--- config.mk ---
export PLATFORM = sky130hd
export DESIGN_NAME = rcsb_bank
export DESIGN_NICKNAME = d
export VERILOG_FILES = /design/src/rcsb_bank.v
export VERILOG_INCLUDE_DIRS = /design/src
export SDC_FILE = /design/constraint.sdc
export NUM_CORES = 1
export LEC_CHECK = 0
export BUFFER_PORTS_ARGS = -buffer_cell sky130_fd_sc_hd__buf_4
export CAP_MARGIN = 25
export CORE_MARGIN = 1
export CORE_UTILIZATION = 40
export CTS_CLUSTER_SIZE = 25
export DETAILED_ROUTE_END_ITERATION = 12
export PLACE_DENSITY = 0.65
export REMOVE_ABC_BUFFERS = 1
export SLEW_MARGIN = 0
export SYNTH_ARGS = -nofsm -noshare
export SYNTH_HDL_FRONTEND = slang
export SYNTH_SLANG_ARGS = --single-unit
--- constraint.sdc ---
create_clock -name REF_CLK -period 5.8 [get_ports REF_CLK]
set_input_delay 0.58 -clock REF_CLK [delete_from_list [all_inputs] [get_ports REF_CLK]]
set_output_delay 0.58 -clock REF_CLK [all_outputs]
set_load 0.01 [all_outputs]
--- src/rcsb_consts.vh ---
`ifndef RCSB_CONSTS_VH
`define RCSB_CONSTS_VH
// Operation codes on OP_CODE
`define RCSB_OP_NONE 4'h0
`define RCSB_OP_CH_WRITE 4'h1
`define RCSB_OP_CH_MULTI 4'h2
`define RCSB_OP_CLOSE 4'h3
`define RCSB_OP_OPEN 4'h4
`define RCSB_OP_SLOT_WRITE 4'h5
`define RCSB_OP_RESET 4'h6
`define RCSB_OP_QUERY 4'h7
`define RCSB_OP_SLOT_READ 4'h8
`define RCSB_OP_IDENT 4'h9
// Power-on pattern: every channel open
`define RCSB_RESET_STATE 16'h0000
// Longest literal list
`define RCSB_LIST_MAX 4'hA
`endif

--- src/rcsb_bank.v ---
`timescale 1ns/1ns
`include "rcsb_consts.vh"
// Functional notes
// - single write: zero opens, nonzero closes
// - multi write: one item per channel group
// - close sets listed closed, open sets open
// - query returns one flag: 1 if any masked channel closed, else 0
// - slot read returns packed sixteen-bit value
// - slot read repeats requested count times, once for a count of zero
// - slot write loads whole pattern
// - bit n is channel n
// - signed and unsigned map to same bits
// - pattern lists applied in order
// - multi-slot patterns applied per slot
// - reset restores power-on state
// - power-on state is all open
// - unaddressed channels keep state
// - reads report stored state only
// - bit is 1 closed, 0 open
// - identity read returns fixed model code
module rcsb_bank #(
    parameter [15:0] IDENT_CODE = 16'h5A5A, // Arbitrary neutral identity value
    parameter [7:0] SLOT_ADDR = 8'h00
) (
    // Clock and reset
    input wire REF_CLK,
    input wire NRST,
    // Operation request, one operation per strobe
    input wire OP_VALID,
    input wire [3:0] OP_CODE,
    input wire [7:0] OP_SLOT,
    input wire [15:0] OP_MASK,
    input wire [15:0] OP_DATA,
    input wire [7:0] OP_REPEAT,
    output wire OP_READY,
    // Result stream
    output reg RES_VALID,
    output reg [15:0] RES_DATA,
    output reg RES_LAST,
    // Programmed state, for the relay drivers
    output reg [15:0] CH_STATE
);
    // One-hot sequencer states: idle takes requests, read streams repeats
    localparam ST_IDLE = 2'b01;
    localparam ST_READ = 2'b10;

    // Sequencer bookkeeping
    reg [1:0] state;
    reg [1:0] next_state;
    reg [7:0] remain;
    reg [7:0] next_remain;

    // Channel image and result staging
    reg [15:0] next_chan;
    reg next_res_valid;
    reg [15:0] next_res_data;
    reg next_res_last;

    // Request qualification and decode
    wire hit;
    wire take;
    wire is_chan_write;
    wire is_close;
    wire is_open;
    wire is_slot_write;
    wire is_reset;
    wire is_query;
    wire is_slot_read;
    wire is_ident;
    wire multi_read;

    // Reduce any item to a closed/open flag; any nonzero value closes
    function nz;
        input [15:0] v;
        begin
            nz = |v;
        end
    endfunction

    // Close the masked channels, leave the rest alone
    function [15:0] set_bits;
        input [15:0] cur;
        input [15:0] m;
        begin
            set_bits = cur | m;
        end
    endfunction

    // Open the masked channels, leave the rest alone
    function [15:0] clr_bits;
        input [15:0] cur;
        input [15:0] m;
        begin
            clr_bits = cur & ~m;
        end
    endfunction

    // Opcode match, shared by every decode below
    function is_op;
        input [3:0] code;
        input [3:0] want;
        begin
            is_op = (code == want);
        end
    endfunction

    // Only this slot's requests count; others pass with no sign
    assign hit = (OP_SLOT == SLOT_ADDR);
    // Busy while a repeated read streams out; caller must wait
    assign OP_READY = (state == ST_IDLE);
    // Refused requests never reach the decode below
    assign take = OP_VALID && OP_READY && hit;

    // Operation decode; undefined codes match nothing and are ignored
    assign is_chan_write = take && (is_op(OP_CODE, `RCSB_OP_CH_WRITE) ||
        is_op(OP_CODE, `RCSB_OP_CH_MULTI));
    assign is_close = take && is_op(OP_CODE, `RCSB_OP_CLOSE);
    assign is_open = take && is_op(OP_CODE, `RCSB_OP_OPEN);
    assign is_slot_write = take && is_op(OP_CODE, `RCSB_OP_SLOT_WRITE);
    assign is_reset = take && is_op(OP_CODE, `RCSB_OP_RESET);
    assign is_query = take && is_op(OP_CODE, `RCSB_OP_QUERY);
    assign is_slot_read = take && is_op(OP_CODE, `RCSB_OP_SLOT_READ);
    assign is_ident = take && is_op(OP_CODE, `RCSB_OP_IDENT);
    // A count of zero or one still gives a single result
    assign multi_read = (OP_REPEAT > 8'h01);

    // New channel image; one write lands whole, so a later read sees it all
    always @* begin
        next_chan = CH_STATE;
        if (is_chan_write) begin
            // Mask names the channel or range; others untouched
            if (nz(OP_DATA)) begin
                next_chan = set_bits(CH_STATE, OP_MASK);
            end else begin
                next_chan = clr_bits(CH_STATE, OP_MASK);
            end
        end else if (is_close) begin
            next_chan = set_bits(CH_STATE, OP_MASK);
        end else if (is_open) begin
            next_chan = clr_bits(CH_STATE, OP_MASK);
        end else if (is_slot_write) begin
            // Bit n drives channel n; sign is irrelevant to the bits
            next_chan = OP_DATA;
        end else if (is_reset) begin
            next_chan = `RCSB_RESET_STATE;
        end
    end

    // Result stream next values; pulses fall back low unless set again, so valid stays high while a repeat streams
    always @* begin
        next_state = state;
        next_remain = remain;
        next_res_valid = 1'b0;
        next_res_data = RES_DATA;
        next_res_last = 1'b0;
        case (state)
            ST_IDLE: begin
                if (is_query) begin
                    // One result for the whole mask: 1 if any masked channel is closed
                    next_res_valid = 1'b1;
                    next_res_data = {15'h0000, nz(CH_STATE & OP_MASK)};
                    next_res_last = 1'b1;
                end else if (is_ident) begin
                    // Fixed stand-in for the model string
                    next_res_valid = 1'b1;
                    next_res_data = IDENT_CODE;
                    next_res_last = 1'b1;
                end else if (is_slot_read) begin
                    next_res_valid = 1'b1;
                    next_res_data = CH_STATE;
                    if (multi_read) begin
                        next_remain = OP_REPEAT - 8'h01;
                        next_state = ST_READ;
                    end else begin
                        next_res_last = 1'b1;
                    end
                end
            end
            ST_READ: begin
                // Store cannot change here: no write taken while busy
                next_res_valid = 1'b1;
                next_res_data = CH_STATE;
                next_remain = remain - 8'h01;
                if (remain == 8'h01) begin
                    next_res_last = 1'b1;
                    next_state = ST_IDLE;
                end
            end
            default: begin
                next_state = ST_IDLE;
            end
        endcase
    end

    // Channel store; the relay drivers follow it directly
    always @(posedge REF_CLK) begin
        if (!NRST) begin
            CH_STATE <= `RCSB_RESET_STATE;
        end else begin
            CH_STATE <= next_chan;
        end
    end

    // Sequencer registers
    always @(posedge REF_CLK) begin
        if (!NRST) begin
            state <= ST_IDLE;
            remain <= 8'h00;
        end else begin
            state <= next_state;
            remain <= next_remain;
        end
    end

    // Result registers; a result stands for one cycle only
    always @(posedge REF_CLK) begin
        if (!NRST) begin
            RES_VALID <= 1'b0;
            RES_DATA <= 16'h0000;
            RES_LAST <= 1'b0;
        end else begin
            RES_VALID <= next_res_valid;
            RES_DATA <= next_res_data;
            RES_LAST <= next_res_last;
        end
    end
endmodule

==> results.toml <==
[sta]
setup_violations = 0
fin_setup_tns_ps = 0
tightest_slew_ps = 1080
period_share_pct = 53.7
clock-skew-final_ps = 2.38
rsz0062_at_grt = "no"
min_period_ps = 3110
hold_slack_ps = 471
slew_headroom_pct = 27.4
max_freq_mhz = 321
drv_slew = 0
hold_violations = 0

[drt]
wl_per_cell_um = 16.3
detail-route-antenna-nets = 0
route.detailed.drc = 0
routed_wl_mm = 8.25
vias_per_cell = 5.82
vias = 2941
firstDrtPassIters = 4
drt_iter0_drc = 194

[place]
portBuffers = 89
gp_congestion = 0.853
dp_hpwl_mm = 6.17

[clocking]
cts_max_level = 2
cts_tree = "built"
clock_latency_ps = 290
post_cts_buffers = 0
clkSinkCount = 44
cts_max_path_buffers = 2
cts_buffers = 5
cts_resized = 0
cts_root_buffer = "clkbuf_8"
ctsHoldBuffers = 0
clk_pin_slew_ps = 80

[pwr]
p_switching_mw = 0.349
p_clk_share_pct = 20.9
p_leak_nw = 1.48
intPower_mw = 0.543
powerDensity_nw_per_um2 = 248
swShare_pct = 39.1
irDropWorstVdd_mv = 0.206
comb_power_share_pct = 40.3
pwr-share-seq_pct = 38.8

[global_routing]
grtUsageTotal_pct = 22.6
use_met1_pct = 32.7
use_met3_pct = 3.18
grt-busiest-layer = "met2"
met2_usage_pct = 34.2
grt_remaining_overflow = 0
grt_max_degree = 27
grt_pass1_vias = 2600
grt_pass1_wl_mm = 13.2
antenna_found_initial = 0

[hold_path]
holdPathStages = 1
holdCritPathClass = "reg -> reg"
hold_start = "RES_DATA[10]"

[critical_path]
worstSetupStartpointType = "register"
crit_slowest_cell = "nor3_2"
cpPeakStageDelay_ps = 1050
rr_worst_depth = 6
required_ps = 6020
crit_path_max_fanout = 26
end_kind = "register"
cp_top_family = "simple AND/OR/NAND/NOR gates"
path_cells = "ha_1, and4bb_2, nand3_2, nor3_2, a22oi_1, o21ai_1"
rr_startpoint = "state[0]"
cp-startpoint = "state[0]"
worst-path-buf-inv = 0
cp.depth = 6
cp.arrival_ps = 3330
critPathKind = "reg -> reg"

[die]
rows = 30
die_w_um = 85.7
die_y_um = 85.7
start_util_pct = 41.2
core_um2 = 6790
die-area_um2 = 7340
ios = 90

[synthesis]
synth.largest_area_cell = "dfxtp_1"
ys_types = 60
synth_edf_count = 0
synth_area_um2 = 2800
synth_top_area_share_pct = 31.5
synth_warnings = 0
syn_avg_cell_area_um2 = 8.46
postSynth.asyncResetShare_pct = 0
ys_seq_area_share_pct = 31.5
syn_inst = 331
synth.area.top_cells = "dfxtp_1 (31%), a22oi_1 (5.4%), nor4b_1 (5.0%)"
ys_ff_latch = 44
synth-main-ff-cell = "dfxtp_1"

[finish]
multiInputGateArea_um2 = 1790
drive_above_1_share_pct = 28.4
ff_latch_area_um2 = 881
fillers = 659
n_antenna_cell = 0
nets = 470
area_growth_pct = 28.8

[outcome]
status = "completed"

[flow_run]
maxCapViolations = 0
power by group through the flow:
stage / clock, mW / combinational, mW / sequential, mW
floorplan: 0 / 0.223 / 0.350
global placement: 0 / 0.347 / 0.352
detailed placement: 0 / 0.360 / 0.352
CTS: 0.193 / 0.362 / 0.346
global route: 0.202 / 0.401 / 0.350
finish: 0.186 / 0.360 / 0.346
cell type report:
cell class | instances | area share [%]
inverter | 11 | 1.15
timing repair buffer | 91 | 19.1
tap | 96 | 3.33
clock inverter | 2 | 0.347
clock buffer | 5 | 1.91
sequential | 44 | 24.4
multi-input combinational | 256 | 49.8
worst paths after layout:
check | slack, ps | end
max | 2690 | register
min | 470 | RES_DATA[10]
max reg2reg | 2690 | register
min reg2reg | 470 | RES_DATA[10]
synth_stat cells (all sizes together), types with 2 or more instances:
cell and number:
a221oi 2, ha 6, o21a 2, a21oi 25, o31ai 4, nand4b 2
mux2i 3, and4 2, nor2 24, nand4 3, o2bb2ai 8, a22o 2
o21ai 28, xnor2 6, o211ai 2, nand2b 2, nor3 7, a21o 17
dfxtp 44, inv 11, a32o 7, nand3 9, o22ai 3, nor4b 17
nand2 17, or4 3, clkbuf 14, a31oi 2, o31a 2, nor4 7
xor2 2, a21boi 2, buf 6, a22oi 20, a31o 3
cell usage in the layout, fill, tap and decap left out, drive strengths merged, types with 3 or more instances in the layout:
| cell | count |
|---|---|
| ha | 6 |
| xnor2 | 6 |
| o2bb2ai | 8 |
| nor4b | 17 |
| a22oi | 20 |
| mux2i | 3 |
| nor2 | 24 |
| a21o | 17 |
| or4 | 3 |
| buf | 91 |
| a32o | 7 |
| a21oi | 25 |
| nor4 | 7 |
| inv | 11 |
| nand2 | 17 |
| o21ai | 28 |
| dfxtp | 44 |
| clkbuf | 5 |
| o31ai | 4 |
| a31o | 3 |
| nor3 | 7 |
| o22ai | 3 |
| nand4 | 3 |
| nand3 | 9 |
through the flow:
stage / cell area (µm²) / total power [mW] / util (%) / setup slack, ps / instances
6_report: 3600 / 0.892 / 53.1 / 2690 / 505
4_1_cts: 3600 / 0.901 / 53.1 / 2720 / 505
3_3_place_gp: 3510 / 0.699 / 51.7 / 2770 / 497
3_5_place_dp: 3520 / 0.713 / 51.9 / 2690 / 498
2_1_floorplan: 2720 / 0.573 / - / 3350 / 311
5_1_grt: 3600 / 0.952 / 53.1 / 2390 / 505
logic make-up after synthesis:
group	after synthesis	synth area share, %
AOI/OAI and AO/OA	136	33.6
and+or+nand+nor	102	23.7
DFF	44	31.5
buffers and inverters	31	4.43
xor gates and xnor gates	8	2.50
adders and majority gates	6	2.68
muxes	4	1.61
per-layer routing:
metal,routed length (µm),share of wire [%]
met1,3960,48
met2,3720,45
met3,424,5.1
met4,144,1.7
met5,0,0
worst register-to-register path, cell delays in order (launching register included):
cell and delay, ps:
dfxtp_1 360, ha_1 430, and4bb_2 340, nand3_2 490
nor3_2 1060, a22oi_1 210, o21ai_1 150
Power figures use the tool's default switching activity.
